**src/ssrx_defs.svh**
```systemverilog
/*
  Constants of the synchronous character-framing receiver: widths,
  reset values and encodings. Definitions only; included by the package.
*/
`ifndef SSRX_DEFS_SVH
`define SSRX_DEFS_SVH

// ************************************************************
// widths
// ************************************************************
`define SSRX_CHAR_W 8
`define SSRX_OUT_W 9
`define SSRX_MODE_W 3
`define SSRX_WLS_W 2
`define SSRX_CNT_W 4
`define SSRX_FIFO_DEPTH 8

// ************************************************************
// field positions of a queued character entry
// ************************************************************
`define SSRX_ENT_W 11
`define SSRX_ENT_PAR 8
`define SSRX_ENT_PERR 9
`define SSRX_ENT_SYNC 10

// ************************************************************
// encodings and reset values
// ************************************************************
`define SSRX_MODE_SYNC_INT 3'h7
`define SSRX_MODE_SYNC_EXT 3'h6
`define SSRX_MODE_RST 3'h7
`define SSRX_WLS_RST 2'h3
`define SSRX_MATCH_RST 8'h00
`define SSRX_PAR_OFF_RST 1'h1
`define SSRX_EVEN_RST 1'h0
`define SSRX_WL_BASE 4'h5
`define SSRX_WL_MAX 4'h8

`endif

```
**src/ssrx_pkg.sv**
```systemverilog
/*
  Types of the synchronous character-framing receiver.
  Assumes ssrx_defs.svh is on the include path.
*/
`include "ssrx_defs.svh"

package ssrx_pkg;

  // ************************************************************
  // framing states
  // ************************************************************
  typedef enum logic [1:0] {
    SSRX_HUNT = 2'h1,
    SSRX_ASM = 2'h2
  } ssrx_state_t;

  typedef logic [`SSRX_MODE_W-1:0] ssrx_mode_t;
  typedef logic [`SSRX_WLS_W-1:0] ssrx_wls_t;
  typedef logic [`SSRX_CHAR_W-1:0] ssrx_char_t;
  typedef logic [`SSRX_OUT_W-1:0] ssrx_out_t;
  typedef logic [`SSRX_ENT_W-1:0] ssrx_entry_t;

endpackage : ssrx_pkg

```
**src/ssrx_stream_if.sv**
```systemverilog
/*
  Valid/ready word stream into and out of the framer's character queue.
  Assumes one clock shared by both ends.
*/
`timescale 1ns/1ps

interface ssrx_stream_if #(
  parameter int W = 11
);
  logic valid;
  logic ready;
  logic [W-1:0] data;

  modport src (output valid, output data, input ready);
  modport snk (input valid, input data, output ready);
endinterface : ssrx_stream_if

```
**src/ssrx_fifo.sv**
```systemverilog
/*
  Flip-flop character queue with valid/ready on both sides.
  Assumes synchronous active-high reset and a common clock enable.
*/
`timescale 1ns/1ps

module ssrx_fifo #(
  parameter int W = 11,
  parameter int DEPTH = 8
) (
  // clock and reset
  input wire logic clk,
  input wire logic rst,
  input wire logic ce,
  // streams
  ssrx_stream_if.snk wr,
  ssrx_stream_if.src rd
);
  localparam int AW = $clog2(DEPTH);

  logic [W-1:0] mem_q [DEPTH];
  logic [AW-1:0] wp_q, wp_d, rp_q, rp_d;
  logic [AW:0] cnt_q, cnt_d;
  logic push, pop;

  assign wr.ready = (cnt_q != (AW+1)'(DEPTH));
  assign rd.valid = (cnt_q != '0);
  assign rd.data = mem_q[rp_q];
  assign push = wr.valid && wr.ready;
  assign pop = rd.valid && rd.ready;

  always_comb begin
    wp_d = push ? AW'((wp_q + 1'b1) % DEPTH) : wp_q;
    rp_d = pop ? AW'((rp_q + 1'b1) % DEPTH) : rp_q;
    cnt_d = cnt_q + (AW+1)'(push) - (AW+1)'(pop);
  end

  always_ff @(posedge clk) begin
    if (rst) begin
      wp_q <= '0;
      rp_q <= '0;
      cnt_q <= '0;
    end else if (ce) begin
      wp_q <= wp_d;
      rp_q <= rp_d;
      cnt_q <= cnt_d;
    end
  end

  // ************************************************************
  // storage
  // ************************************************************
  genvar i;
  for (i = 0; i < DEPTH; i++) begin : g_ent
    always_ff @(posedge clk) begin
      if (ce && push && wp_q == AW'(i)) begin
        mem_q[i] <= wr.data;
      end
    end
  end
endmodule : ssrx_fifo

```
**src/ssrx_top.sv**
```systemverilog
/*
  Synchronous receiver front end: configuration registers, match-character
  framing of a start/stop-free bit stream, parity check, character queue
  and holding register with status flags and floatable outputs.
  Assumes host controls arrive on CORE_CLK; serial data, bit clock and
  external frame pulse are pins and are synchronised here. The bit clock
  must be well below a quarter of CORE_CLK.
*/
`timescale 1ns/1ps

module ssrx_top
  import ssrx_pkg::*;
#(
  parameter int FIFO_DEPTH = `SSRX_FIFO_DEPTH
) (
  // clock, reset, enable
  input wire logic CORE_CLK,
  input wire logic RST,
  input wire logic CLK_EN,
  // serial line pins
  input wire logic RX_SERIAL_IN,
  input wire logic RX_BIT_CLK,
  input wire logic EXT_FRAME_IN,
  // configuration
  input wire logic OUTPUT_FLOAT_CTL,
  input wire ssrx_pkg::ssrx_mode_t RECEIVE_MODE_SELECT,
  input wire ssrx_pkg::ssrx_wls_t WORD_LENGTH_SELECT,
  input wire logic PARITY_OFF,
  input wire logic EVEN_PARITY_SEL,
  input wire logic CONTROL_REG_LOAD,
  input wire ssrx_pkg::ssrx_char_t MATCH_CHAR_IN,
  input wire logic MATCH_CHAR_LOAD,
  // flag control
  input wire logic CLEAR_RECEIVED_FLAG,
  input wire logic CLEAR_ERROR_FLAGS,
  input wire logic SYNC_SEARCH,
  // character and status outputs
  output logic [`SSRX_OUT_W-1:0] RX_CHAR_OUT,
  output logic RX_CHAR_OUT_OE,
  output logic CHAR_RECEIVED_FLAG,
  output logic SYNC_MATCH_FLAG,
  output logic PARITY_ERR_FLAG,
  output logic FRAMING_ERR_FLAG,
  output logic OVERRUN_FLAG,
  output logic STATUS_OE,
  output logic FRAMED
);
  import ssrx_pkg::*;

  // ************************************************************
  // pin synchronisers and bit strobe
  // ************************************************************
  logic [2:0] bclk_q, bclk_d;
  logic [1:0] sdat_q, sdat_d;
  logic [1:0] efr_q, efr_d;
  logic bit_stb;
  logic bit_val;

  always_comb begin
    bclk_d = {bclk_q[1:0], RX_BIT_CLK};
    sdat_d = {sdat_q[0], RX_SERIAL_IN};
    efr_d = {efr_q[0], EXT_FRAME_IN};
  end

  always_ff @(posedge CORE_CLK) begin
    if (RST) begin
      bclk_q <= '0;
      sdat_q <= '0;
      efr_q <= '0;
    end else if (CLK_EN) begin
      bclk_q <= bclk_d;
      sdat_q <= sdat_d;
      efr_q <= efr_d;
    end
  end

  assign bit_stb = bclk_q[1] && !bclk_q[2];
  assign bit_val = sdat_q[1];

  // ************************************************************
  // control and match registers
  // ************************************************************
  logic cfg_en;
  ssrx_mode_t mode_q, mode_d;
  ssrx_wls_t wls_q, wls_d;
  logic par_off_q, par_off_d;
  logic even_q, even_d;
  ssrx_char_t match_q, match_d;
  logic [`SSRX_CNT_W-1:0] wl;
  ssrx_char_t wl_mask;
  logic ext_mode;

  assign cfg_en = !OUTPUT_FLOAT_CTL;
  assign wl = `SSRX_WL_BASE + {2'h0, wls_q};
  assign wl_mask = 8'hFF >> (`SSRX_WL_MAX - wl);
  assign ext_mode = (mode_q == `SSRX_MODE_SYNC_EXT);

  always_comb begin
    mode_d = mode_q;
    wls_d = wls_q;
    par_off_d = par_off_q;
    even_d = even_q;
    match_d = match_q;
    if (cfg_en && CONTROL_REG_LOAD) begin
      mode_d = RECEIVE_MODE_SELECT;
      wls_d = WORD_LENGTH_SELECT;
      par_off_d = PARITY_OFF;
      even_d = EVEN_PARITY_SEL;
    end
    if (cfg_en && MATCH_CHAR_LOAD) begin
      match_d = MATCH_CHAR_IN & wl_mask;
    end
  end

  always_ff @(posedge CORE_CLK) begin
    if (RST) begin
      mode_q <= `SSRX_MODE_RST;
      wls_q <= `SSRX_WLS_RST;
      par_off_q <= `SSRX_PAR_OFF_RST;
      even_q <= `SSRX_EVEN_RST;
      match_q <= `SSRX_MATCH_RST;
    end else if (CLK_EN) begin
      mode_q <= mode_d;
      wls_q <= wls_d;
      par_off_q <= par_off_d;
      even_q <= even_d;
      match_q <= match_d;
    end
  end

  // ************************************************************
  // framer
  // ************************************************************
  ssrx_state_t st_q, st_d;
  ssrx_char_t sh_q, sh_d;
  logic [`SSRX_CNT_W-1:0] cnt_q, cnt_d;
  logic [`SSRX_CNT_W-1:0] fill_q, fill_d;
  ssrx_char_t win, win_next;
  logic push_v;
  ssrx_entry_t push_data;
  logic fe_set;
  logic [`SSRX_CNT_W-1:0] last_idx;
  logic hit;

  ssrx_stream_if #(.W(`SSRX_ENT_W)) q_in ();
  ssrx_stream_if #(.W(`SSRX_ENT_W)) q_out ();

  assign win = sh_q >> (`SSRX_WL_MAX - wl);
  assign win_next = {bit_val, sh_q[7:1]} >> (`SSRX_WL_MAX - wl);
  assign last_idx = par_off_q ? wl - 4'h1 : wl;
  assign hit = ext_mode ? efr_q[1] : (fill_q >= wl - 4'h1 && win_next == match_q);

  always_comb begin
    st_d = st_q;
    sh_d = sh_q;
    cnt_d = cnt_q;
    fill_d = fill_q;
    push_v = 1'b0;
    push_data = '0;
    fe_set = 1'b0;
    if (SYNC_SEARCH) begin
      st_d = SSRX_HUNT;
      fill_d = '0;
    end else if (bit_stb) begin
      unique case (st_q)
        SSRX_HUNT: begin
          sh_d = {bit_val, sh_q[7:1]};
          if (fill_q != `SSRX_WL_MAX) begin
            fill_d = fill_q + 4'h1;
          end
          if (hit) begin
            st_d = SSRX_ASM;
            cnt_d = '0;
            push_v = 1'b1;
            push_data = {1'b1, 2'h0, win_next};
          end
        end
        SSRX_ASM: begin
          if (cnt_q < wl) begin
            sh_d = {bit_val, sh_q[7:1]};
          end
          if (ext_mode && efr_q[1] && cnt_q != last_idx) begin
            fe_set = 1'b1;
          end
          if (cnt_q == last_idx) begin
            cnt_d = '0;
            push_v = 1'b1;
            if (par_off_q) begin
              push_data = {3'h0, win_next};
            end else begin
              push_data = {1'b0, (^win ^ bit_val) == even_q, bit_val, win};
            end
          end else begin
            cnt_d = cnt_q + 4'h1;
          end
        end
        default: begin
          st_d = SSRX_HUNT;
        end
      endcase
    end
  end

  always_ff @(posedge CORE_CLK) begin
    if (RST) begin
      st_q <= SSRX_HUNT;
      sh_q <= '0;
      cnt_q <= '0;
      fill_q <= '0;
    end else if (CLK_EN) begin
      st_q <= st_d;
      sh_q <= sh_d;
      cnt_q <= cnt_d;
      fill_q <= fill_d;
    end
  end

  assign q_in.valid = push_v;
  assign q_in.data = push_data;

  ssrx_fifo #(
    .W(`SSRX_ENT_W),
    .DEPTH(FIFO_DEPTH)
  ) u_fifo (
    .clk(CORE_CLK),
    .rst(RST),
    .ce(CLK_EN),
    .wr(q_in),
    .rd(q_out)
  );

  // ************************************************************
  // holding register and flags
  // ************************************************************
  ssrx_out_t hold_q, hold_d;
  logic dr_q, dr_d;
  logic md_q, md_d;
  logic pe_q, pe_d;
  logic fe_q, fe_d;
  logic oe_q, oe_d;
  logic drive_q, drive_d;
  logic framed_q, framed_d;
  logic pop;
  logic clr_dr, clr_err;

  assign pop = q_out.valid && !dr_q && !md_q;
  assign q_out.ready = pop;
  assign clr_dr = cfg_en && CLEAR_RECEIVED_FLAG;
  assign clr_err = cfg_en && CLEAR_ERROR_FLAGS;

  always_comb begin
    hold_d = hold_q;
    dr_d = dr_q && !clr_dr;
    md_d = md_q && !clr_dr;
    pe_d = pe_q && !clr_err;
    fe_d = (fe_q && !clr_err) || fe_set;
    oe_d = (oe_q && !clr_err) || (push_v && !q_in.ready);
    drive_d = !OUTPUT_FLOAT_CTL;
    framed_d = (st_d == SSRX_ASM);
    if (pop) begin
      hold_d = q_out.data[`SSRX_OUT_W-1:0];
      pe_d = pe_d || q_out.data[`SSRX_ENT_PERR];
      if (q_out.data[`SSRX_ENT_SYNC]) begin
        md_d = 1'b1;
      end else begin
        dr_d = 1'b1;
      end
    end
  end

  always_ff @(posedge CORE_CLK) begin
    if (RST) begin
      hold_q <= '0;
      dr_q <= 1'b0;
      md_q <= 1'b0;
      pe_q <= 1'b0;
      fe_q <= 1'b0;
      oe_q <= 1'b0;
      drive_q <= 1'b1;
      framed_q <= 1'b0;
    end else if (CLK_EN) begin
      hold_q <= hold_d;
      dr_q <= dr_d;
      md_q <= md_d;
      pe_q <= pe_d;
      fe_q <= fe_d;
      oe_q <= oe_d;
      drive_q <= drive_d;
      framed_q <= framed_d;
    end
  end

  assign RX_CHAR_OUT = hold_q;
  assign RX_CHAR_OUT_OE = drive_q;
  assign STATUS_OE = drive_q;
  assign CHAR_RECEIVED_FLAG = dr_q;
  assign SYNC_MATCH_FLAG = md_q;
  assign PARITY_ERR_FLAG = pe_q;
  assign FRAMING_ERR_FLAG = fe_q;
  assign OVERRUN_FLAG = oe_q;
  assign FRAMED = framed_q;
endmodule : ssrx_top

```
**config.mk**
```make
export PLATFORM = sky130hd
export DESIGN_NAME = ssrx_top
export DESIGN_NICKNAME = d
export VERILOG_FILES = /design/src/ssrx_pkg.sv /design/src/ssrx_stream_if.sv /design/src/ssrx_fifo.sv /design/src/ssrx_top.sv
export VERILOG_INCLUDE_DIRS = /design/src /design/src/src
export SDC_FILE = /design/constraint.sdc
export NUM_CORES = 1
export LEC_CHECK = 0
export BUFFER_PORTS_ARGS = -buffer_cell sky130_fd_sc_hd__buf_4
export CAP_MARGIN = 20
export CORE_AREA = 4 4 128 130
export DETAILED_ROUTE_END_ITERATION = 7
export DIE_AREA = 0 0 132 134
export MAX_ROUTING_LAYER = met4
export PLACE_DENSITY_LB_ADDON = 0.12
export REMOVE_ABC_BUFFERS = 1
export SYNTH_ARGS = -nofsm -noshare
export SYNTH_HDL_FRONTEND = slang
export SYNTH_SLANG_ARGS = --single-unit
```
**constraint.sdc**
```tcl
create_clock -name CORE_CLK -period 3.9 [get_ports CORE_CLK]
set_input_delay 0.585 -clock CORE_CLK [delete_from_list [all_inputs] [get_ports CORE_CLK]]
set_output_delay 0.585 -clock CORE_CLK [all_outputs]
set_load 0.05 [all_outputs]
```
# --- Word-level counts from Yosys, hierarchy flattened ---
# Memories as Yosys holds them, arrays and structs flattened. A register that Yosys moved wholly into a read port is not among the register bits.
# Cells that the tools add are included.
word_totals:
  regBits: 66
  n_memories: 1
  latchBits: 0
  mem_bits_ro: 0
  ramBits: 88
  word_cells: 193
classes:
  n_addsub: 9
  mul: 0
  bitwise: 3
  mux: 74
  reduce_logical: 59
  shift: 3
  div_mod_pow: 0
  n_lt_le_gt_ge: 2
  n_eq_ne: 19
mem_list:
  columns: ["name", "words", "width", "rd", "rd_ports_with_merged_regs", "write_ports", "line_no", "text"]
  rows:
  - ["u_fifo.mem_q", 8, 11, 1, 1, 1, "ssrx_fifo.sv:21", "logic [W-1:0] mem_q [DEPTH];"]
op_table:
  columns: ["op", "n"]
  rows:
  - ["two-way mux 11 bit", 10]
  - ["OR reduction 11 bit", 7]
  - ["two-way mux 1 bit", 37]
  - ["two-way mux 4 bit", 7]
  - ["logical AND 1 bit", 27]
  - ["two-way mux 3 bit", 9]
  - ["case mux 11 bit (2 select lines)", 1]
  - ["two-way mux 10 bit", 2]
  - ["case mux 8 bit (2 select lines)", 1]
  - [">> shifter 8 x 4 -> 8 bit", 2]
  - ["equality test 3 bit, second input constant", 5]
  - ["AND reduction 2 bit", 5]
  - ["AND reduction 5 bit", 2]
  - ["adder 4 x 1 -> 4 bit, second input constant", 2]
  - ["AND 8 bit", 1]
  - ["equality test 8 bit", 1]
  - ["two-way mux 8 bit", 1]
  - ["!= test 4 bit, second input constant", 2]
  - ["case mux 4 bit (2 select lines)", 1]
  - ["nonzero test 2 bit", 4]
  - ["parity 8 bit", 1]
  - [">> shifter 8 x 4 -> 8 bit, first input constant", 1]
  - ["zero test 1 bit", 7]
  - ["adder 3 x 1 -> 3 bit, second input constant", 2]
  - ["other kinds (24)", 31]

# --- Longest topological paths before layout ---
# Gate-level depths: netlist of the first run.
depth:
  word_depth: 23
  depth_mapped: 20

# --- By module ---
# Synthesis of the first run repeated with hierarchy kept, for this count alone.
hier_totals:
  hier_cells: 621
  hier_area_um2: 7484.7
modules_own_cells:
  columns: ["module", "instances", "seq_area_each_um2", "cells_each", "area_each_um2"]
  rows:
  - ["ssrx_fifo", 1, 2902.8, 215, 4159.0]
  - ["ssrx_top", 1, 1121.1, 406, 3325.7]

# --- Worst setup path before layout of the first run ---
# OpenSTA, ideal clock, no wires.
synth_path:
  path_type: "reg-to-reg"
  from: "reg wls_q[0]"
  to: "reg u_fifo.cnt_q[2]"
  setup_ps: 128
  arrival_ps: 3825
  path_slack_ps: -52
  required_time_ps: 3772
  path_buffers: 1
  path_stages_with_launch: 20
  period_less_slack_ps: 3952
  cell_sequence: "dfxtp_1 > clkbuf_8 > inv_1 > ha_1 > nor2b_1 > nor2_1 > ha_1 > a21o_1 > a31oi_1 > nor4_2 > nand4_2 > o211ai_2 > a21boi_2 > ha_1 > inv_1 > fa_1 > xor2_1 > nor2_1 > a21oi_1 > nor2_1"
synth_via:
  elab_chain_len: 13
  elab_cells_between_ends: 18
synth_lines:
  columns: ["item", "line_no", "text"]
  rows:
  - ["start: declaration", "ssrx_top.sv:85", "ssrx_wls_t wls_q, wls_d;"]
  - ["start signal: assignment", "ssrx_top.sv:118", "wls_q <= `SSRX_WLS_RST;"]
  - ["start signal: assignment", "ssrx_top.sv:124", "wls_q <= wls_d;"]
  - ["adder 3 x 2 -> 4 bit (no line) (*)", null, null]
  - ["subtractor 4 bit (no line)", null, null]
  - [">> shifter 8 x 4 -> 8 bit", "ssrx_top.sv:149", "assign win_next = {bit_val, sh_q[7:1]} >> (`SSRX_WL_MAX - wl);"]
  - ["equality test 8 bit", "ssrx_top.sv:151", "assign hit = ext_mode ? efr_q[1] : (fill_q >= wl - 4'h1 && win_next == match_q);"]
  - ["logical AND 1 bit", "ssrx_top.sv:151", null]
  - ["two-way mux 1 bit", "ssrx_top.sv:151", null]
  - ["two-way mux 1 bit", "ssrx_top.sv:171", "if (hit) begin"]
  - ["case mux 1 bit (2 select lines) (*)", "ssrx_top.sv:165", "unique case (st_q)"]
  - ["two-way mux 1 bit (*)", "ssrx_top.sv:164", "end else if (bit_stb) begin"]
  - ["two-way mux 1 bit (*)", "ssrx_top.sv:161", "if (SYNC_SEARCH) begin"]
  - ["logical AND 1 bit (*)", "ssrx_fifo.sv:29", "assign push = wr.valid && wr.ready;"]
  - ["adder 4 x 1 -> 4 bit (*)", "ssrx_fifo.sv:35", "cnt_d = cnt_q + (AW+1)'(push) - (AW+1)'(pop);"]
  - ["subtractor 4 x 1 -> 4 bit (*)", "ssrx_fifo.sv:35", null]
  - ["end signal: assignment", "ssrx_fifo.sv:46", "cnt_q <= cnt_d;"]
  - ["end: declaration", "ssrx_fifo.sv:23", "logic [AW:0] cnt_q, cnt_d;"]
# Every way passes the cells marked *; elsewhere a longest branch is shown, timed or not.
# A chain may end at the register's enable or synchronous reset.

# --- Final worst setup path of the first run ---
# Same ends and word-level chain as after synthesis.

==> results.toml, run 1 <==
[layout]
mostFrequentLayoutCells = "88 x edfxtp_1, 73 x nor2_1, 69 x buf_4"
antenna-diode-count = 0
drive_above_1_share_pct = 20.3
area_delta_synth_final_pct = 15.5
final_cell_area_um2 = 8610
fillerInstances = 1267
final_nets = 738
stdcell_count = 882
layout_commonest_cell = "edfxtp_1"

[floorplan]
die_y_um = 134
start_util_pct = 49.2
ioPinCount = 44
die_w_um = 132
core_area_um2 = 15100
dieArea_um2 = 17700
rows = 45

[synth]
dominantRegCellSynth = "edfxtp_1"
synth_area_leaders = "edfxtp_1 35%, dfxtp_1 19%, mux4_2 6.9%"
mappedNetlistArea_um2 = 7460
synth_compound_area_share_pct = 8.51
synth.avg_cell_area_um2 = 11.9
synth_top_area_cell = "edfxtp_1"
synth_cell_types = 64
synth-simple-area-share_pct = 12.1
yosysSeqAreaShare_pct = 54.0
async_flop_share_pct = 0
synth_warnings = 0
ys_ff_latch = 157
yosysTopAreaCellShare_pct = 35.4
synth-xor-area-share_pct = 3.17
synth_mux_area_share_pct = 12.7
synthAdderAreaFrac_pct = 5.14
synth_edf_count = 88
netlist_instances = 629
synth_top_family_by_area = "multiplexers"

[drt]
drt-vias-per-instance = 5.51
routed_wl_um = 15200
wire_per_inst_um = 17.2
route.detailed.drc = 0
vias = 4857
detail-route-antenna-nets = 0
drt_iter0_drc = 306
dr.pass1.iters = 5

[setup_path]
arrival_ns = 3.89
endpoint_kind = "register"
crit_fanout = 29
critical_path_class = "register to register"
cp-start-kind = "register"
required_ns = 4.19

[timing]
fin_crit_ns = 3.60
clock-skew-final_ns = 0.00926
hold_ws_ns = 0.387
layout_setup_ws_ns = 0.303
fmax_ghz = 0.278
hold_viol_final = 0
worst_pin_slew_ns = 0.962
maxSlewHeadroom_pct = 35.8
report.final.slew_viol_count = 0
setup_violations = 0
fin_crit_sh_pct = 92.2
grt_setup_unrepaired = "no"

[power_and_ir_drop]
p_leak_nw = 3.22
p_total_mw = 4.53
power.density_nw_per_um2 = 526
irDropWorstVdd_uv = 313

[grt]
grt_max_degree = 61
grt_pass1_wl_um = 24800
first_global_vias = 4810
grt.total_usage_pct = 18.4
antenna_found_initial = 0
grt_overflow = 0

[outcome]
outcome = "completed"

[cts]
htree_levels = 4
clockBufferDepth = 2
clock_latency_ns = 0.43
clk_pin_slew_ns = 0.06
cts_tree = "done"
clock-sinks = 157
cts-buffers-inserted = 17
clockRootBuffer = "clkbuf_16"

[placement]
placed_area_um2 = 7950
placed_cells = 846
hpwl_um = 10200
port_buffers = 43
gp_congestion = 0.817
place_ws_ns = 0.161

[hold_path]
hold_path.class = "input port to register"

[job]
max_cap_viol_count = 0
==> per-stage QoR <==
| step | setup TNS (ns) | utilization (%) |
|---|---|---|
| 2_1_floorplan | -85.39 | - |
| 3_3_place_gp | 0 | 52.5 |
| 3_5_place_dp | 0 | 52.5 |
| 4_1_cts | 0 | 56.6 |
| 5_1_grt | 0 | 56.9 |
| 6_report | 0 | 56.9 |
==> report_power, final <==
part / switching, mW / internal, mW
clock network: 0.652 / 1.07
logic: 0.509 / 0.401
registers: 0.0842 / 1.81
total: 1.25 / 3.29
==> final timing paths <==
path                         start         endpoint  slack (ns)  cells past startpoint
max                       wls_q[0]  u_fifo.cnt_q[2]        0.30                     16
min          WORD_LENGTH_SELECT[1]         wls_q[1]        0.39                      3
max reg2reg               wls_q[0]  u_fifo.cnt_q[2]        0.30                     16
min reg2reg           OVERRUN_FLAG     OVERRUN_FLAG        0.47                      2
==> cells in the mapped netlist, types with 2 or more instances <==
| cell type | n |
|---|---|
| a31oi_1 | 3 |
| a21oi_1 | 38 |
| clkbuf_8 | 8 |
| nand3b_1 | 2 |
| nand4_1 | 4 |
| and2_1 | 3 |
| nand2b_1 | 7 |
| dfxtp_1 | 69 |
| nor2_1 | 73 |
| nor2b_1 | 2 |
| mux2_2 | 6 |
| a211oi_1 | 12 |
| o22ai_1 | 7 |
| xnor2_1 | 19 |
| mux4_2 | 23 |
| nand3_1 | 26 |
| and4_1 | 6 |
| and3_1 | 7 |
| clkbuf_1 | 21 |
| o21ai_0 | 6 |
| nor3_1 | 4 |
| nand2_1 | 48 |
| a22oi_1 | 5 |
| inv_1 | 26 |
| xor2_1 | 8 |
| mux2i_1 | 36 |
| buf_1 | 3 |
| ha_1 | 29 |
| a21o_1 | 4 |
| edfxtp_1 | 88 |
| o21bai_1 | 3 |
==> kinds of logic after synthesis <==
family,count (synthesis)
AND/OR/NAND/NOR,192
flip-flops,157
AO/OA/AOI/OAI,95
multiplexers,65
buffers and inverters,63
adder cells (fa/ha/maj),30
XOR/XNOR,27
==> registers in the layout, indices dropped and copies added (netlist names), 4 cells and up, named ones only <==
register	count
RX_CHAR_OUT	9
cnt_q	4
fill_q	4
match_q	8
sh_q	8
u_fifo.cnt_q	4
u_fifo.mem_q	88
==> layer usage <==
metal	part of all wire (%)	global-route usage [%]	vias to the layer above	wire [um]
met5	0	-	-	0
met4	1.6	6.59	0	238
met3	3.2	3.53	21	485
met2	51	31.2	87	7740
met1	44	22.0	2353	6690
li1	-	-	2396	-
==> what timing repair did <==
action                                  CTS  global route
hold buffers                              0             0
hold endpoints to repair                  0             0
setup buffers                             0             3
endpoints found under the setup margin    0            34
gates resized for setup                   0             3
==> critical path, cell delays in order, from the launching register on <==
cell      delay [ns]
dfxtp_1         0.34
buf_4           0.31
ha_1            0.31
and3b_1         0.20
a21oi_1         0.04
o32ai_1         0.24
nand2_1         0.15
or3_1           0.51
o211ai_2        0.13
a21boi_2        0.21
ha_1            0.19
inv_1           0.06
fa_1            0.38
xor2_1          0.17
nor2_1          0.05
a21oi_1         0.12
nor2_1          0.05
==> cell type report <==
type / instances / area (um2) / area share [%]
Timing Repair Buffer: 69 / 518 / 6.01
Clock buffer: 18 / 429 / 4.98
Sequential cell: 157 / 4030 / 46.7
Inverter: 27 / 101 / 1.18
Multi-Input combinational cell: 409 / 3110 / 36.2
Clock inverter: 14 / 189 / 2.19
Tap cell: 188 / 235 / 2.73
Note: power is estimated with default switching activity, not from simulation.
==> run 2, diff against run 1 <==
--- a/config.mk
+++ b/config.mk
@@ -14,6 +14,7 @@
 export MAX_ROUTING_LAYER = met4
 export PLACE_DENSITY_LB_ADDON = 0.12
 export REMOVE_ABC_BUFFERS = 1
+export SETUP_SLACK_MARGIN = 0.4
 export SYNTH_ARGS = -nofsm -noshare
 export SYNTH_HDL_FRONTEND = slang
 export SYNTH_SLANG_ARGS = --single-unit
==> run 2 against run 1 <==
  * Sequential share of layout area shrank 1.0 points
  * Wire length is 1.6% higher
  * Global-route usage up 0.15 points
  * First-iteration DRC count is 20% lower
  * Cell count increased by 1.1%
  * Flip-flop and latch count is the same
==> results.toml, run 2 (same netlist as run 1, synthesis figures left out) <==
[outcome]
outcome = "completed"

[timing]
report.final.slew_viol_count = 0
grt_setup_unrepaired = "yes"
clock-skew-final_ns = 0.00889
hold_viol_final = 0
fin_crit_ns = 3.44
worst_pin_slew_ns = 0.958
layout_setup_ws_ns = 0.462
maxSlewHeadroom_pct = 36.0
setup_violations = 0
fmax_ghz = 0.291
fin_crit_sh_pct = 88.2

[cts]
clockBufferDepth = 2
clock-sinks = 157
cts_tree = "done"
cts-buffers-inserted = 17
clk_pin_slew_ns = 0.06
htree_levels = 4
clockRootBuffer = "clkbuf_16"
cts_hold_buf = 0
clock_latency_ns = 0.43

[power_and_ir_drop]
irDropWorstVdd_uv = 312
p_leak_nw = 3.29
power.density_nw_per_um2 = 516

[drt]
routed_wl_um = 15400
route.detailed.drc = 0
detail-route-antenna-nets = 0
dr.pass1.iters = 5
vias = 4946
drt_iter0_drc = 245
drt-vias-per-instance = 5.54
wire_per_inst_um = 17.3

[floorplan]
core_area_um2 = 15100
ioPinCount = 44
die_y_um = 134
dieArea_um2 = 17700
rows = 45
start_util_pct = 49.2
die_w_um = 132

[setup_path]
reg2reg_from = "wls_q[0]"
critical_path_class = "register to register"
rr_worst_depth = 16
critical_path.top_delay_family = "buffers and inverters"
required_ns = 4.04
crit_path_frequent_cell = "buf_4"
endpoint_kind = "register"
crit_fanout = 6
crit_slowest_cell = "dfxtp_2"
timing.reg2reg.setup_slack_ns = 0.46
cp_cell_sequence = "clkinv_4 -> ha_4 -> buf_6 -> mux2_4 -> a22oi_2 -> xnor2_1 -> nor4_2 -> nand4_2 -> o211ai_2 -> a21boi_4 -> buf_4 -> buf_4 -> buf_4 -> buf_4 -> and4_1 -> buf_6"
arrival_ns = 3.58
rr_endpoint = "u_fifo.mem_q[6][1]"
cp-start-kind = "register"
path_buf_inv = 7
max_stage_delay_ns = 0.36

[placement]
hpwl_um = 10200
port_buffers = 43
place_ws_ns = 0.161
gp_congestion = 0.817
placed_area_um2 = 7950

[layout]
final_cell_area_um2 = 8810
area_delta_synth_final_pct = 18.2
largest_register = "u_fifo.mem_q"
mostFrequentLayoutCells = "88 x edfxtp_1, 73 x nor2_1, 69 x buf_4"
drive_above_1_share_pct = 23.7
layout_commonest_cell = "edfxtp_1"
fillerInstances = 1244
final_nets = 748
largest_register_ffs = 88
antenna-diode-count = 0

[grt]
grt_max_degree = 61
antenna_found_initial = 0
grt_pass1_wl_um = 25100
grt_util_met2_pct = 31.5
grt.total_usage_pct = 18.5
first_global_vias = 4845
grtUsageMet3_pct = 3.49
top_usage_layer = "met2"
grt_use_met1_pct = 22.2
grt_overflow = 0

[hold_path]
whs_endpoint = "wls_q[1]"
hold_path_depth = 3
hp-start = "WORD_LENGTH_SELECT[1]"
hold_path.class = "input port to register"

[job]
max_cap_viol_count = 0
## run 2: worst max path at each step
stage               depth (start not counted)                 end  slack (ns)      from
finish                                     16  u_fifo.mem_q[6][1]        0.46  wls_q[0]
global route                               16     u_fifo.cnt_q[2]        0.26  wls_q[0]
CTS                                        17     u_fifo.cnt_q[2]        0.42  wls_q[1]
detailed placement                         17     u_fifo.cnt_q[2]        0.16  wls_q[0]
global placement                           17     u_fifo.cnt_q[2]        0.28  wls_q[0]
floorplan                                  18     u_fifo.cnt_q[2]       -0.98  wls_q[0]
## run 2: worst min-delay path, stage by stage
cell	delay (ns)
buf_4	0.08
nand3_1	0.05
nand3_1	0.07
## run 2: layer usage
layer	vias to the layer above	share of wire, %
li1	2415	-
met1	2403	44
met2	107	51
met3	21	3.6
met4	0	1.5
met5	-	0
## run 2: area by class of cell
type,count,area [um2],area share (%)
clock buffers,18,429,4.87
repair buffers,79,634,7.20
multi-input cells,409,3190,36.2
well taps,188,235,2.67
flip-flops and latches,157,4030,45.7
clock inverters,14,189,2.14
inverters,27,106,1.21
## run 2: where the power goes
part / total (mW) / switching (mW) / leakage [nW] / internal, mW
registers: 1.90 / 0.0852 / 1.33 / 1.81
logic: 0.926 / 0.515 / 1.65 / 0.411
clock network: 1.72 / 0.650 / 0.301 / 1.07
## run 2: through the flow
| stage | TNS (ns) | hold WS, ns | util, % | power, mW | std cells |
|---|---|---|---|---|---|
| finish | 0 | 0.388 | 58.2 | 4.55 | 892 |
| global route | 0 | 0.402 | 58.2 | 4.76 | 892 |
| CTS | 0 | 0.375 | 57.0 | 4.59 | 883 |
| detailed placement | 0 | 0.461 | 52.5 | 2.85 | 846 |
| global placement | 0 | 0.447 | 52.5 | 2.83 | 846 |
| floorplan | -85.39 | 0.438 | - | 2.73 | 593 |
## run 2: timing repair
action | CTS | global route
setup endpoints to repair | 45 | 100
buffers inserted | 5 | 8
pin swaps | 5 | 11
gates resized for setup | 8 | 28
